## src/verilog/swu_pkg.sv

```systemverilog
// Constants for the chip watchdog unit: register offsets, fields, codes, timing.
// Assumes a 200 MHz clock and one register access port from the SPI decoder.
`default_nettype none
package swu_pkg;
    localparam logic [6:0] ADDR_WD_CTRL   = 7'h00;
    localparam logic [6:0] ADDR_WD_STATE  = 7'h05;
    localparam logic [6:0] ADDR_NV_CONFIG = 7'h74;
    // Control register fields
    localparam int MODE_LSB   = 5;
    localparam int PERIOD_LSB = 0;
    localparam logic [2:0] MODE_AUTO    = 3'h1;
    localparam logic [2:0] MODE_TIMEOUT = 3'h2;
    localparam logic [2:0] MODE_WINDOW  = 3'h4;
    localparam logic [3:0] PER_8    = 4'h8;
    localparam logic [3:0] PER_16   = 4'h1;
    localparam logic [3:0] PER_32   = 4'h2;
    localparam logic [3:0] PER_64   = 4'hb;
    localparam logic [3:0] PER_128  = 4'h4;
    localparam logic [3:0] PER_256  = 4'hd;
    localparam logic [3:0] PER_1024 = 4'he;
    localparam logic [3:0] PER_4096 = 4'h7;
    // Config register fields and factory presets
    localparam int CFG_UV_LSB  = 4;
    localparam int CFG_FN_BIT  = 3;
    localparam int CFG_SD_BIT  = 2;
    localparam int CFG_SLP_BIT = 0;
    localparam logic [7:0] CFG_PRESET = 8'h08;
    localparam logic [7:0] CFG_WMASK  = 8'h3d;
    // Status register fields
    localparam int ST_FN_BIT = 3;
    localparam int ST_SD_BIT = 2;
    localparam logic [1:0] PH_OFF    = 2'h0;
    localparam logic [1:0] PH_FIRST  = 2'h1;
    localparam logic [1:0] PH_SECOND = 2'h2;
    // Reset source codes
    localparam logic [4:0] RSC_EARLY    = 5'h0e;
    localparam logic [4:0] RSC_OVERFLOW = 5'h0f;
    localparam logic [4:0] RSC_ILLEGAL  = 5'h10;
    // Timing: one millisecond tick
    localparam int CLK_HZ        = 200_000_000;
    localparam int TICK_NS       = 1_000_000;
    localparam int TICK_CYCLES   = CLK_HZ / 1_000_000 * TICK_NS / 1_000;
    typedef enum logic [2:0]
    {
        CHIP_OFF     = 3'h0,
        CHIP_RESET   = 3'h1,
        CHIP_STANDBY = 3'h2,
        CHIP_NORMAL  = 3'h3,
        CHIP_SLEEP   = 3'h4,
        CHIP_OTEMP   = 3'h5
    } swu_chip_mode_t;
endpackage
`default_nettype wire

```

## src/verilog/swu_tick_div.sv

```systemverilog
// Divider making a one-cycle enable every millisecond.
// Assumes the single system clock.
`default_nettype none
module swu_tick_div #(
    parameter int DIV = swu_pkg::TICK_CYCLES
)(
    input  wire logic i_clk,
    input  wire logic i_rst_n,
    output logic      o_tick
);
    logic [31:0] cnt_reg;
    always_ff @(posedge i_clk or negedge i_rst_n)
    begin
        if (!i_rst_n)
        begin
            cnt_reg <= 32'h0000_0000;
            o_tick  <= 1'b0;
        end
        else if (cnt_reg == 32'(DIV - 1))
        begin
            cnt_reg <= 32'h0000_0000;
            o_tick  <= 1'b1;
        end
        else
        begin
            cnt_reg <= cnt_reg + 32'h0000_0001;
            o_tick  <= 1'b0;
        end
    end
endmodule
`default_nettype wire

```

## src/verilog/swu_watchdog.sv

```systemverilog
// Watchdog unit of the chip: control, state and non-volatile config registers.
// Assumes the SPI decoder presents one-cycle write/read strobes synchronous to i_clk.
`default_nettype none
// How it works
// - Each valid control register write, except a change in Normal, is a trigger and restarts the timer.
// - Changed mode or period takes effect immediately on the trigger.
// - Period codes are redundant; valid codes differ in two bits or more.
// - Invalid mode or period code abandons the write and flags SPI failure.
// - Window code runs Window only in Normal; written in Standby, waits for Normal.
// - Timeout code runs Timeout in Normal, Standby, Sleep; Window code too in Standby and Sleep.
// - Autonomous without sw-dev: Timeout in Normal or Standby with wake pending.
// - Autonomous with sw-dev: watchdog off in every mode.
// - Sw-dev makes mode field reset to Autonomous code.
// - Forced normal disables the watchdog timer; a mode or period change in Normal still forces reset.
// - Window trigger is accepted only in the second half, restarting the timer.
// - Window overflow or early trigger resets the chip with identifying source.
// - Timeout trigger restarts anytime; first overflow sets pending failure event.
// - Timeout overflow with failure pending resets the chip.
// - Phase field: 00 off, 01 first half, 10 second half.
// - Status bit 3 forced normal, bit 2 software development.
// - Config bit 3 forced normal preset 1, bit 2 sw-dev preset 0.
// - Config bits 5:4 give start-up undervoltage threshold, preset 00.
// - Config bit 0 set ignores Sleep commands, preset 0.
// - Mode or period change in Normal forces reset, source 10000, SPI failure.
// - Period defaults to 128 ms, used for both Window and Timeout.
// - Source 01110 early trigger, 01111 overflow.
module swu_watchdog #(
    parameter int TICK_DIV = swu_pkg::TICK_CYCLES
)(
    input  wire logic       i_clk,
    input  wire logic       i_rst_n,
    input  wire logic [2:0] i_chip_mode,
    input  wire logic       i_rx_wake_n,
    input  wire logic       i_spi_fail_event_en,
    input  wire logic       i_wr,
    input  wire logic       i_rd,
    input  wire logic [6:0] i_addr,
    input  wire logic [7:0] i_wdata,
    input  wire logic       i_wd_fail_clr,
    output logic [7:0]      o_rdata,
    output logic            o_reset_req,
    output logic [4:0]      o_reset_source_code,
    output logic            o_spi_fail_event,
    output logic            o_wd_fail_event,
    output logic [1:0]      o_uv_threshold_sel,
    output logic            o_sleep_lock_ctrl,
    output logic            o_forced_normal_state
);
    ////////////////////////////////////////////////////////////////////////////
    function automatic logic [11:0] period_ms(input logic [3:0] code);
        unique case (code)
            swu_pkg::PER_8:    period_ms = 12'd8;
            swu_pkg::PER_16:   period_ms = 12'd16;
            swu_pkg::PER_32:   period_ms = 12'd32;
            swu_pkg::PER_64:   period_ms = 12'd64;
            swu_pkg::PER_128:  period_ms = 12'd128;
            swu_pkg::PER_256:  period_ms = 12'd256;
            swu_pkg::PER_1024: period_ms = 12'd1024;
            swu_pkg::PER_4096: period_ms = 12'd4095;
            default:           period_ms = 12'd0;
        endcase
    endfunction

    logic [2:0]  wd_mode_sel_reg;
    logic [3:0]  wd_period_sel_reg;
    logic [7:0]  cfg_reg;
    logic [12:0] timer_reg;
    logic        wd_fail_event_reg;
    logic        tick;
    logic        forced_normal_ctrl;
    logic        sw_dev_ctrl;
    logic        in_normal;
    logic        in_stby_sleep;
    logic        wr_ctrl;
    logic        code_ok;
    logic        changed;
    logic        trig;
    logic        run_window;
    logic        run_timeout;
    logic        running;
    logic [12:0] period_ticks;
    logic        second_half;
    logic        overflow;
    logic [1:0]  wd_phase_state;

    swu_tick_div #(.DIV(TICK_DIV)) u_div
    (
        .i_clk   (i_clk),
        .i_rst_n (i_rst_n),
        .o_tick  (tick)
    );

    ////////////////////////////////////////////////////////////////////////////
    // Write decode and code check
    assign forced_normal_ctrl = cfg_reg[swu_pkg::CFG_FN_BIT];
    assign sw_dev_ctrl        = cfg_reg[swu_pkg::CFG_SD_BIT];
    assign in_normal     = (i_chip_mode == swu_pkg::CHIP_NORMAL);
    assign in_stby_sleep = (i_chip_mode == swu_pkg::CHIP_STANDBY) || (i_chip_mode == swu_pkg::CHIP_SLEEP);
    assign wr_ctrl = i_wr && (i_addr == swu_pkg::ADDR_WD_CTRL);
    assign code_ok = (i_wdata[7:5] == swu_pkg::MODE_AUTO || i_wdata[7:5] == swu_pkg::MODE_TIMEOUT
                      || i_wdata[7:5] == swu_pkg::MODE_WINDOW)
                     && (period_ms(i_wdata[3:0]) != 12'd0);
    assign changed = (i_wdata[7:5] != wd_mode_sel_reg) || (i_wdata[3:0] != wd_period_sel_reg);
    assign trig    = wr_ctrl && code_ok && !(in_normal && changed);

    ////////////////////////////////////////////////////////////////////////////
    // Effective watchdog operation
    always_comb
    begin
        run_window  = 1'b0;
        run_timeout = 1'b0;
        if (!forced_normal_ctrl)
        begin
            unique case (wd_mode_sel_reg)
                swu_pkg::MODE_WINDOW:
                begin
                    run_window  = in_normal;
                    run_timeout = in_stby_sleep;
                end
                swu_pkg::MODE_TIMEOUT: run_timeout = in_normal || in_stby_sleep;
                swu_pkg::MODE_AUTO:
                    run_timeout = !sw_dev_ctrl && (in_normal
                                  || (i_chip_mode == swu_pkg::CHIP_STANDBY && !i_rx_wake_n));
                default: run_timeout = 1'b0;
            endcase
        end
    end
    assign running      = run_window || run_timeout;
    assign period_ticks = {1'b0, period_ms(wd_period_sel_reg)} + ((wd_period_sel_reg == swu_pkg::PER_4096)
                          ? 13'd1 : 13'd0);
    assign second_half  = (timer_reg >= {1'b0, period_ticks[12:1]});
    assign overflow     = running && tick && !trig && (timer_reg + 13'd1 >= period_ticks);
    assign wd_phase_state = !running ? swu_pkg::PH_OFF
                          : (second_half ? swu_pkg::PH_SECOND : swu_pkg::PH_FIRST);

    ////////////////////////////////////////////////////////////////////////////
    // Control register
    always_ff @(posedge i_clk or negedge i_rst_n)
    begin
        if (!i_rst_n)
        begin
            wd_mode_sel_reg   <= swu_pkg::MODE_TIMEOUT;
            wd_period_sel_reg <= swu_pkg::PER_128;
        end
        else if (o_reset_req && sw_dev_ctrl)
            wd_mode_sel_reg <= swu_pkg::MODE_AUTO;
        else if (trig)
        begin
            wd_mode_sel_reg   <= i_wdata[7:5];
            wd_period_sel_reg <= i_wdata[3:0];
        end
    end

    // Non-volatile configuration; forced normal output follows after first clock
    logic cfg_init_reg;
    always_ff @(posedge i_clk or negedge i_rst_n)
    begin
        if (!i_rst_n)
            cfg_reg <= swu_pkg::CFG_PRESET;
        else if (i_wr && i_addr == swu_pkg::ADDR_NV_CONFIG)
            cfg_reg <= i_wdata & swu_pkg::CFG_WMASK;
    end
    always_ff @(posedge i_clk or negedge i_rst_n)
    begin
        if (!i_rst_n)
            cfg_init_reg <= 1'b0;
        else
            cfg_init_reg <= 1'b1;
    end

    ////////////////////////////////////////////////////////////////////////////
    // Timer
    always_ff @(posedge i_clk or negedge i_rst_n)
    begin
        if (!i_rst_n)
            timer_reg <= 13'h0000;
        else if (!running || trig || overflow)
            timer_reg <= 13'h0000;
        else if (tick)
            timer_reg <= timer_reg + 13'd1;
    end

    // Pending failure event; set wins over clear
    always_ff @(posedge i_clk or negedge i_rst_n)
    begin
        if (!i_rst_n)
            wd_fail_event_reg <= 1'b0;
        else if (overflow && run_timeout && !wd_fail_event_reg)
            wd_fail_event_reg <= 1'b1;
        else if (i_wd_fail_clr)
            wd_fail_event_reg <= 1'b0;
    end

    // Reset request and source
    always_ff @(posedge i_clk or negedge i_rst_n)
    begin
        if (!i_rst_n)
        begin
            o_reset_req         <= 1'b0;
            o_reset_source_code <= 5'h00;
        end
        else
        begin
            o_reset_req <= 1'b0;
            if (wr_ctrl && code_ok && in_normal && changed)
            begin
                o_reset_req         <= 1'b1;
                o_reset_source_code <= swu_pkg::RSC_ILLEGAL;
            end
            else if (trig && run_window && !second_half)
            begin
                o_reset_req         <= 1'b1;
                o_reset_source_code <= swu_pkg::RSC_EARLY;
            end
            else if (overflow && (run_window || wd_fail_event_reg))
            begin
                o_reset_req         <= 1'b1;
                o_reset_source_code <= swu_pkg::RSC_OVERFLOW;
            end
        end
    end

    // SPI failure pulse
    always_ff @(posedge i_clk or negedge i_rst_n)
    begin
        if (!i_rst_n)
            o_spi_fail_event <= 1'b0;
        else
            o_spi_fail_event <= i_spi_fail_event_en && wr_ctrl && (!code_ok || (in_normal && changed));
    end

    ////////////////////////////////////////////////////////////////////////////
    // Read data
    always_ff @(posedge i_clk or negedge i_rst_n)
    begin
        if (!i_rst_n)
            o_rdata <= 8'h00;
        else if (i_rd)
        begin
            unique case (i_addr)
                swu_pkg::ADDR_WD_CTRL:   o_rdata <= {wd_mode_sel_reg, 1'b0, wd_period_sel_reg};
                swu_pkg::ADDR_WD_STATE:  o_rdata <= {4'h0, forced_normal_ctrl, sw_dev_ctrl, wd_phase_state};
                swu_pkg::ADDR_NV_CONFIG: o_rdata <= cfg_reg;
                default:                 o_rdata <= 8'h00;
            endcase
        end
    end

    assign o_wd_fail_event       = wd_fail_event_reg;
    assign o_uv_threshold_sel    = cfg_reg[swu_pkg::CFG_UV_LSB +: 2];
    assign o_sleep_lock_ctrl     = cfg_reg[swu_pkg::CFG_SLP_BIT];
    assign o_forced_normal_state = forced_normal_ctrl & cfg_init_reg;

    ////////////////////////////////////////////////////////////////////////////
    a_bad_code_kept: assert property (@(posedge i_clk) disable iff (!i_rst_n)
        wr_ctrl && !code_ok |=> $stable(wd_mode_sel_reg) && $stable(wd_period_sel_reg))
        else $error("invalid code updated control");
    a_fn_off: assert property (@(posedge i_clk) disable iff (!i_rst_n)
        forced_normal_ctrl |-> wd_phase_state == swu_pkg::PH_OFF)
        else $error("watchdog runs in forced normal");
    a_illegal_reset: assert property (@(posedge i_clk) disable iff (!i_rst_n)
        wr_ctrl && code_ok && in_normal && changed |=> o_reset_req && o_reset_source_code == swu_pkg::RSC_ILLEGAL)
        else $error("normal mode change no reset");
    a_early_reset: assert property (@(posedge i_clk) disable iff (!i_rst_n)
        trig && run_window && !second_half |=> o_reset_req && o_reset_source_code == swu_pkg::RSC_EARLY)
        else $error("early trigger no reset");
    a_fail_set: assert property (@(posedge i_clk) disable iff (!i_rst_n)
        overflow && run_timeout && !wd_fail_event_reg |=> wd_fail_event_reg && !o_reset_req)
        else $error("first overflow wrong");
    a_fail_reset: assert property (@(posedge i_clk) disable iff (!i_rst_n)
        overflow && run_timeout && wd_fail_event_reg |=> o_reset_req)
        else $error("second overflow no reset");
    a_trig_restart: assert property (@(posedge i_clk) disable iff (!i_rst_n)
        trig |=> timer_reg == 13'h0000)
        else $error("trigger no restart");
    a_other_off: assert property (@(posedge i_clk) disable iff (!i_rst_n)
        !in_normal && !in_stby_sleep |-> !running)
        else $error("running in other mode");
    a_auto_sd_off: assert property (@(posedge i_clk) disable iff (!i_rst_n)
        wd_mode_sel_reg == swu_pkg::MODE_AUTO && sw_dev_ctrl |-> !running)
        else $error("autonomous sw-dev running");
    a_late_restart: assert property (@(posedge i_clk) disable iff (!i_rst_n)
        trig && run_window && second_half |=> !o_reset_req && timer_reg == 13'h0000)
        else $error("late window trigger not accepted");
    a_win_overflow: assert property (@(posedge i_clk) disable iff (!i_rst_n)
        overflow && run_window && !wr_ctrl |=> o_reset_req && o_reset_source_code == swu_pkg::RSC_OVERFLOW)
        else $error("window overflow no reset");
    a_spi_fail_event_bad: assert property (@(posedge i_clk) disable iff (!i_rst_n)
        i_spi_fail_event_en && wr_ctrl && !code_ok |=> o_spi_fail_event)
        else $error("invalid code no spi failure");
    a_spi_fail_event_masked: assert property (@(posedge i_clk) disable iff (!i_rst_n)
        !i_spi_fail_event_en |=> !o_spi_fail_event)
        else $error("spi failure while disabled");
    a_auto_stby_off: assert property (@(posedge i_clk) disable iff (!i_rst_n)
        wd_mode_sel_reg == swu_pkg::MODE_AUTO && i_chip_mode == swu_pkg::CHIP_STANDBY && i_rx_wake_n |-> !running)
        else $error("autonomous runs without wake");
    a_sd_auto_load: assert property (@(posedge i_clk) disable iff (!i_rst_n)
        o_reset_req && sw_dev_ctrl |=> wd_mode_sel_reg == swu_pkg::MODE_AUTO)
        else $error("sw-dev mode not autonomous after reset");
endmodule
`default_nettype wire

```

## config.mk

```make
export PLATFORM = sky130hd
export DESIGN_NAME = swu_watchdog
export DESIGN_NICKNAME = d
export VERILOG_FILES = /design/src/verilog/swu_pkg.sv /design/src/verilog/swu_tick_div.sv /design/src/verilog/swu_watchdog.sv
export SDC_FILE = /design/constraint.sdc
export NUM_CORES = 1
export LEC_CHECK = 0
export ABC_AREA = 1
export BUFFER_PORTS_ARGS = -buffer_cell sky130_fd_sc_hd__buf_2
export CORE_AREA = 4 4 101 103
export DETAILED_ROUTE_END_ITERATION = 16
export DIE_AREA = 0 0 105 107
export PLACE_DENSITY_LB_ADDON = 0.12
export REMOVE_ABC_BUFFERS = 1
export SYNTH_ARGS = -nofsm -noshare
export SYNTH_HDL_FRONTEND = slang
export SYNTH_SLANG_ARGS = --single-unit
```

## constraint.sdc

```tcl
create_clock -name i_clk -period 5.2 [get_ports i_clk]
set_input_delay 0.26 -clock i_clk [delete_from_list [all_inputs] [get_ports i_clk]]
set_output_delay 0.26 -clock i_clk [all_outputs]
set_load 0.005 [all_outputs]
```

# Word level (Yosys, flattened, before mapping)
# Memories as Yosys holds them, arrays and structs flattened.
# Cells that the tools add are included.
# Widths: inputs -> output; s select.
word_totals:
  memories: 2
  mem_bits_ro: 384
  output_inout_bits: 20
  word_cells: 105
  reg_bits: 75
classes:
  muxes: 22
  n_reduce_logical: 47
  n_eq_ne: 15
  bitwise_logic: 2
  magnitude_cmp: 2
  addsub: 3
mem_list:
  columns: ["memory", "depth", "width", "read_ports", "rd_ports_with_merged_regs", "wr", "line", "rtl"]
  rows:
  - ["(no name shown)", 16, 12, 1, 0, 0, "swu_watchdog.sv:51", "unique case (code)"]
  - ["(no name shown)", 16, 12, 1, 0, 0, "swu_watchdog.sv:51", null]
op_table:
  columns: ["operator", "n"]
  rows:
  - ["$add 32x1->32 const B", 1]
  - ["$eq 32x18->1 const B", 1]
  - ["$mux 32", 1]
  - ["$mux 13", 2]
  - ["$pmux 8 s3", 1]
  - ["$logic_and 1x1->1", 21]
  - ["$mux 5", 3]
  - ["$add 12x1->13", 1]
  - ["$add 13x1->13 const B", 1]
  - ["$ge 13x12->1", 1]
  - ["$ge 13x13->1", 1]
  - ["$eq 3x2->1 const B", 4]
  - ["$reduce_bool 12->1", 1]
  - ["$logic_or 1x1->1", 11]
  - ["$mux 1", 10]
  - ["$eq 3x3->1 const B", 3]
  - ["$logic_not 1->1", 8]
  - ["$eq 7x3->1 const B", 1]
  - ["$eq 7x7->1 const B", 1]
  - ["$logic_not 7->1", 1]
  - ["$eq 3x1->1 const B", 2]
  - ["$mux 3", 2]
  - ["$reduce_bool 2->1", 3]
  - ["$eq 4x3->1 const B", 1]
  - ["other kinds (8)", 9]

# Depth between registers and ports, before layout
# Gate-level depths: netlist of run 1.
depth:
  depth_word: 14
  ltp_mapped: 25
  ltp_nobuf: 24

# Cells and area by module
# From an unflattened synthesis of run 1, not the netlist that was laid out.
unflattened:
  cells_unflattened: 739
  area_unflattened_um2: 5278.8
modules_own_cells:
  columns: ["mod", "cells_each", "instances", "seq_area_each_um2", "area_each_um2"]
  rows:
  - ["swu_watchdog", 450, 1, 1004.7, 3289.4]
  - ["swu_tick_div", 289, 1, 825.8, 1989.4]

# Least setup slack after synthesis of run 1
# No wires, ideal clock.
synth_path:
  kind: "reg-to-reg"
  from: "register wd_period_sel_reg[2]"
  to: "register o_reset_source_code[3]"
  t_arrival_ns: 2.566
  path_stages_with_launch: 25
  setup_time_ns: 0.117
  required_time_ns: 5.083
  period_less_slack_ns: 2.683
  path_slack_ns: 2.517
  path_cell_list: "dfstp_2 -> buf_4 -> nand3_4 -> inv_1 -> ha_1 -> inv_1 -> nor2_2 -> inv_1 -> nand2_1 -> nand2_1 -> ha_1 -> nand2_1 -> nor2_1 -> a21oi_1 -> nand2_1 -> clkinv_1 -> nand2_1 -> nand2_1 -> nand3_1 -> nand2_1 -> nand2_1 -> nand3_2 -> nand2_1 -> nand2_1 -> nand2_1"
synth_between:
  elab_chain_len: 10
  word_cells_on_any_way: 22
synth_lines:
  columns: ["element", "line", "rtl"]
  rows:
  - ["start, declared", "swu_watchdog.sv:65", "logic [3:0] wd_period_sel_reg;"]
  - ["start signal, assigned", "swu_watchdog.sv:143", "wd_period_sel_reg <= swu_pkg::PER_128;"]
  - ["start signal, assigned", "swu_watchdog.sv:150", "wd_period_sel_reg <= i_wdata[3:0];"]
  - ["branches (longest 10 deep; another with $add 12x1->13)", null, null]
  - ["end signal, assigned", "swu_watchdog.sv:208", "o_reset_source_code <= swu_pkg::RSC_ILLEGAL;"]
  - ["end signal, assigned", "swu_watchdog.sv:213", "o_reset_source_code <= swu_pkg::RSC_EARLY;"]
  - ["end signal, assigned", "swu_watchdog.sv:218", "o_reset_source_code <= swu_pkg::RSC_OVERFLOW;"]
  - ["end, declared", "swu_watchdog.sv:42", "output logic [4:0] o_reset_source_code,"]
# Parallel ways; which one is timed is not known.
# A chain may end at the register's enable or synchronous reset.

# Worst setup path after layout of run 1
layout_path:
  from: "register wd_period_sel_reg[1]"
  to: "register timer_reg[8]"
layout_between:
  elab_chain_len: 10
  word_cells_on_any_way: 17
layout_lines:
  columns: ["element", "line", "rtl"]
  rows:
  - ["branches (longest 8 deep; another with $add 12x1->13)", null, null]
  - ["$logic_or 1x1->1 (*)", "swu_watchdog.sv:177", "else if (!running || trig || overflow)"]
  - ["$mux 13 / $reduce_bool 2->1 (equally long branches)", null, null]
  - ["end signal, assigned", "swu_watchdog.sv:180", "timer_reg <= timer_reg + 13'd1;"]
  - ["end, declared", "swu_watchdog.sv:67", "logic [12:0] timer_reg;"]
# Every way passes the cells marked *.

==> metrics.txt, run 1 <==
outcome complete, no violations; slowest stage cell, crit path dfrtp_1; clk_lat worst skew around 350 ps; final hold vios 0; Hold Buf Count CTS 0; cts bufs inserted 9; Layout area overhead 10.0%; final WL 11,000 um; Peak supply drop 108 uV; largest net degree at the start of global routing between 70 and 80; worst setup path start wd_period_sel_reg[1]; CP Depth 21; max reg flops 32; area share of the largest cell type after synthesis 0.353; delay-heaviest family, CP simple AND/OR/NAND/NOR gates; EDFF count, synth 0; Cell Area, Synth slightly below 5000 um^2; cell with the most instances on the worst path nand2_1; n_diodes 0; post-synthesis cell type count 49; Crit. End Element flip-flop; Final HPWL DP approximately 8500 um; Post-synth top cells nand2_1, inv_1, dfrtp_1; WP data arrival 3340 ps; slowest stage delay, CP ~440 ps; # IOs 45; FF-to-FF Start wd_period_sel_reg[1]; DRT iter0 DRCs 267; Buf/Inv on CP 4; I/O Buffers 44; count leader, synth nand2_1; syn_area_per_cell roughly 8 um^2; FMAX 325 MHz; DR WL/cell between 10 and 15 um; die area 11,200 um^2; Final TNS setup 0 ps; core area between 9000 and 10,000 um^2; Yosys top cell by area dfrtp_1; GRT Residual Overflow 0; worst endpoint required time approximately 5500 ps; root buffer cell clkbuf_8; switching share of power 0.262; skew final 10.6 ps; initial antenna violation count 0; fin crit period between 3000 and 4000 ps; P_leak 2.86 nW; ys async rst share 1.00; Slew Viols, Final 0; CTS tree done; Internal just under 0.9 mW; Seq pwr share 0.485; post_cts resized 0; Clock Path Buffers 2; die width ~110 um; fin nets 739; crit-path cells ha_1, nand3_4, inv_1, ha_1, inv_1, nor2_2, inv_1, nand2_1, nand2_1, ha_1, nand2_1, nor2_1, a21oi_1, nand2_1, clkinv_1, nand2_1, nand2_1, nand3_1, nand2_1, nand3_4, o21ai_0; DRT Pass-1 Iters 5; Net Switching between 0.3 and 0.4 mW; Synthesis Warnings 0; post-CTS setup buffer count 0; worst-margin pin slew 935 ps; Rows 35; Chip Height 107 um; GRT Resource Usage Total 0.203; Hold WS ~23 ps; hold crit path type in -> async; vias in the first global route between 4,000 and 5,000; global-route wire length before repair around 19,000 um; Fillers roughly 840; largest cells by area after synthesis dfrtp_1, nand2_1, inv_1, ha_1, xor2_1; clock sink count 73; startpoint types flip-flop; vias approximately 4,200; Gate Count Post-Synth 637; Initial Utilization 0.540; share of layout cells above drive strength 1 0.162; RSZ-0062 raised after global routing no; Final Instance Area ~5500 um^2; clock transition at the registers of the reported paths ~80 ps; Post-Place Cell Area around 5200 um^2; # setup viols final 0; Logic pwr share 0.097; Crit Path Category reg -> reg; clock network fraction of total power 0.418; worst reg-to-reg path cell count 21; Final Cycle Share 0.592; top_reg_cell synth dfrtp_1; H-Tree Depth 3; vias per cell between 5 and 6; Slew headroom 0.377; pwr/cell area about 220 nW/um^2; drc violations 0; synthesized flop and latch total 73; Max Cap Violations 0; sequential-to-total area share from yosys stat 0.369; Post-DRT Antenna Nets 0; Worst Path Max Fanout 13; Placer Congestion 0.859
cell families after synthesis:
| logic type | synth area share |
|---|---|
| multiplexers | 0.00453 |
| buffers and inverters | 0.105 |
| flip-flops | 0.369 |
| AND/OR/NAND/NOR | 0.303 |
| AO/OA/AOI/OAI | 0.0763 |
| other | 0.000755 |
| XOR/XNOR | 0.0617 |
| adder cells (fa/ha/maj) | 0.0806 |
final cells by class:
class | count | area, um^2 | area share
Inverter | 114 | 430 | 0.0788
Timing Repair Buffer | 45 | 230 | 0.0421
Clock inverter | 6 | 90.1 | 0.0165
Sequential cell | 73 | 1830 | 0.335
Multi-Input combinational cell | 439 | 2620 | 0.479
Tap cell | 111 | 139 | 0.0254
Clock buffer | 10 | 128 | 0.0234
final timing paths:
path / endpoint / slack (ps)
setup reg to reg: timer_reg[8] / 2120
setup / recovery: timer_reg[8] / 2120
hold / removal: timer_reg[2] / 20
max in group asynchronous: u_div.cnt_reg[1] / 4550
hold reg to reg: u_div.cnt_reg[0] / 470
min in group i_clk: o_wd_fail_event / 120
metrics by stage:
step | cells | setup WS (ps) | power [mW] | util
6_report | 798 | 2120 | 1.21 | 0.594
5_1_grt | 798 | 1770 | 1.27 | 0.594
4_1_cts | 798 | 2090 | 1.22 | 0.594
3_5_place_dp | 782 | 2140 | 0.715 | 0.570
3_3_place_gp | 782 | 2300 | 0.714 | 0.570
2_1_floorplan | 626 | 2540 | 0.666 | -
layer usage:
| metal | GRT usage | part of all wire |
|---|---|---|
| met5 | 0 | 0 |
| met4 | 0.0497 | 0.013 |
| met3 | 0.0397 | 0.038 |
| met2 | 0.351 | 0.50 |
| met1 | 0.261 | 0.45 |
cells in the final DEF (no fill, tap or decap), types with 4 or more instances in the layout:
cell type / netlist / layout
nand2_1: 144 / 144
inv_1: 107 / 107
dfrtp_1: 70 / 70
nor2_1: 47 / 47
nand3_1: 44 / 44
buf_2: 1 / 43
ha_1: 32 / 32
xor2_1: 31 / 31
o21ai_0: 20 / 20
nor3_1: 16 / 16
a21oi_1: 15 / 15
nor4_1: 11 / 11
nand4_1: 10 / 10
o21ai_2: 10 / 10
clkbuf_8: 0 / 9
nor2_2: 7 / 7
nand2_2: 5 / 5
inv_2: 5 / 5
o22ai_1: 5 / 5
xnor2_1: 4 / 4
nor3b_1: 4 / 4
worst register-to-register path, stage by stage, from the launching register on:
cell and delay, ps:
dfrtp_1 440, ha_1 270, nand3_4 140, inv_1 170
ha_1 160, inv_1 70, nor2_2 140, inv_1 70
nand2_1 60, nand2_1 80, ha_1 310, nand2_1 70
nor2_1 40, a21oi_1 120, nand2_1 80, clkinv_1 50
nand2_1 50, nand2_1 60, nand3_1 60, nand2_1 120
nand3_4 220, o21ai_0 220
power groups by stage:
stage | clock network [mW] | logic, mW | registers (mW)
3_5_place_dp | 0 | 0.118 | 0.597
5_1_grt | 0.546 | 0.137 | 0.588
6_report | 0.506 | 0.117 | 0.586
3_3_place_gp | 0 | 0.117 | 0.597
2_1_floorplan | 0 | 0.0701 | 0.596
4_1_cts | 0.516 | 0.119 | 0.586
(Power assumes the default switching activity.)
==> run 2, diff against run 1 <==
Clock period 5.2 ns to 2.8 ns, I/O delays scaled along.
==> run 2 against run 1 <==
  * Clock power rose by 46%
  * Sequential power up 86%
  * Register-to-register slack worse by 2000 ps
  * Worst setup slack worse by 2000 ps
  * Fmax rose by 15%
  * Critical path depth up 1
  * Clock-buffer cell count up 1
  * Utilization up 2.8 points
  * Final area increased by 4.8%
  * Power up 73%
  * Critical endpoint is now o_reset_source_code[3]
  * Largest cell class unchanged
  * Largest power group unchanged
==> metrics.txt, run 2 (synthesis results as in run 1) <==
r2r setup slk 120 ps (was 2120 ps); skew final 11.0 ps (was 10.6 ps); initial antenna violation count 0 (unchanged); vias per cell 5.25 (was 5.23); clock transition at the registers of the reported paths 90 ps (was 80 ps); # IOs 45 (unchanged); hold wc startpoint i_wdata[4]; Clock Path Buffers 2 (unchanged); outcome complete, no violations (unchanged); RSZ-0062 raised after global routing yes (was no); # setup viols final 0 (unchanged); layer with the highest usage met2 (unchanged); max reg flops 32 (unchanged); clock sink count 73 (unchanged); clk_lat worst skew 350 ps (about the same); Slew headroom 0.384 (was 0.377); GR Util met1 0.271 (was 0.261); CTS tree done (unchanged); WP data arrival 2920 ps (was 3340 ps); cts bufs inserted 9 (unchanged); Peak supply drop 223 uV (was 108 uV); most common cell after layout, fill and taps aside nand2_1 (unchanged); Hold Crit Depth 2; DRT Pass-1 Iters 5 (unchanged); DR WL/cell 14.1 um (was 13.7 um); Reg-to-Reg End o_reset_source_code[3] (was timer_reg[8]); startpoint types flip-flop (unchanged); core area 9200 um^2 (unchanged); Final Cycle Share 0.957 (was 0.592); FF-to-FF Start wd_period_sel_reg[2] (was wd_period_sel_reg[1]); I/O Buffers 44 (unchanged); fin crit period 2680 ps (was 3080 ps); n_diodes 0 (unchanged); fin nets 760 (was 739); Final Instance Area 5730 um^2 (was 5460 um^2); Max Cap Violations 0 (unchanged); P_leak 2.92 nW (was 2.86 nW); Slew Viols, Final 0 (unchanged); share of layout cells above drive strength 1 0.227 (was 0.162); worst reg-to-reg path cell count 22 (was 21); most frequent cells in the layout nand2_1, inv_1, dfrtp_1, nor2_1, buf_2 (was nand2_1, inv_1, dfrtp_1, nor2_1, nand3_1); final WL 11,500 um (was 11,000 um); Post-DRT Antenna Nets 0 (unchanged); Hold WS 19.5 ps (was 22.6 ps); Worst Path Max Fanout 5 (was 13); met2 track demand over resource 0.354 (was 0.351); Hold Path Sink cfg_reg[4]; Post-Place Cell Area 5340 um^2 (was 5250 um^2); Worst Slack Setup Final 120 ps (was 2120 ps); final hold vios 0 (unchanged); met3 GRT Util 0.0482 (was 0.0397); die width 105 um (unchanged); vias 4,300 (was 4,174); GRT Residual Overflow 0 (unchanged); register area 1830 um^2 (about the same); Place WS -36.2 ps (was 2140 ps); pwr/cell area 366 nW/um^2 (was 221 nW/um^2); Fillers 794 (was 839); multi-input logic area 2770 um^2 (was 2620 um^2); drc violations 0 (unchanged); Final HPWL DP 8680 um (was 8450 um); root buffer cell clkbuf_8 (unchanged); vias in the first global route 4,233 (was 4,064); Placer Congestion 0.927 (was 0.859); H-Tree Depth 3 (unchanged); GRT Resource Usage Total 0.210 (was 0.203); worst endpoint required time 3040 ps (was 5460 ps); Crit Path Category reg -> reg (unchanged); DRT iter0 DRCs 233 (was 267); largest net degree at the start of global routing 74 (unchanged); global-route wire length before repair 19,400 um (was 18,600 um); worst-margin pin slew 923 ps (was 935 ps); Chip Height 107 um (unchanged); Crit. End Element flip-flop (unchanged); FMAX 373 MHz (was 325 MHz); die area 11,200 um^2 (unchanged); Initial Utilization 0.540 (unchanged); Layout area overhead 15.3% (was 10.0%); Rows 35 (unchanged); hold crit path type in -> reg (was in -> async)
[run 2: per-stage QoR]
stage / std cells / TNS, ps / power (mW) / utilization
floorplan: 626 / 0 / 1.24 / -
global placement: 795 / 0 / 1.33 / 0.581
detailed placement: 795 / -102 / 1.34 / 0.581
CTS: 815 / 0 / 2.08 / 0.604
global route: 819 / -590 / 2.19 / 0.623
finish: 819 / 0 / 2.10 / 0.623
[run 2: how the worst max path moves through the flow]
| stage | slack, ps | to | cells past startpoint | from |
|---|---|---|---|---|
| after floorplan | 140 | o_reset_source_code[3] | 23 | wd_period_sel_reg[0] |
| after global placement | 70 | timer_reg[9] | 20 | wd_period_sel_reg[0] |
| after detailed placement | -40 | timer_reg[8] | 20 | wd_period_sel_reg[0] |
| after CTS | 4 | o_reset_source_code[3] | 23 | wd_period_sel_reg[2] |
| after global routing | -100 | o_reset_source_code[4] | 20 | wd_period_sel_reg[2] |
| final | 120 | o_reset_source_code[3] | 22 | wd_period_sel_reg[2] |
[run 2: critical path, stage by stage (launching register included)]
cell,delay [ps]
dfstp_2,600
nand3_4,100
inv_2,70
ha_2,170
inv_2,50
xor2_2,150
ha_1,300
nand2_2,120
nor2_4,50
nand2_2,50
nand3_2,70
nand2_1,70
nand2_1,50
nand2_1,50
nand2_1,50
nand2_1,70
nand3_2,80
nand2_4,130
nand2_4,70
nand3_4,80
nand2_1,60
nand2_1,60
nand2_1,60
[run 2: final cells by class]
type / count / area share
flip-flops and latches: 73 / 0.320
multi-input cells: 440 / 0.483
clock buffers: 11 / 0.0229
repair buffers: 65 / 0.0680
well taps: 111 / 0.0243
inverters: 114 / 0.0752
clock inverters: 5 / 0.00590
[run 2: layer usage]
| metal | vias up | share of wire |
|---|---|---|
| li1 | 2169 | - |
| met1 | 2018 | 0.45 |
| met2 | 98 | 0.50 |
| met3 | 15 | 0.036 |
| met4 | 0 | 0.013 |
| met5 | - | 0 |
[run 2: report_power, final]
part           internal (mW)  switching [mW]
Clock                  0.323           0.417
Sequential              1.07          0.0137
Combinational         0.0989           0.170
Total                   1.49           0.601
[run 2: what timing repair did]
item	4_1_cts	5_1_grt
gates resized for setup	3	43
pin swaps	1	16
cloned	1	0
hold buffers	2	0
setup endpoints to repair	7	20
setup buffers	1	5
endpoints found under the hold margin	71	0
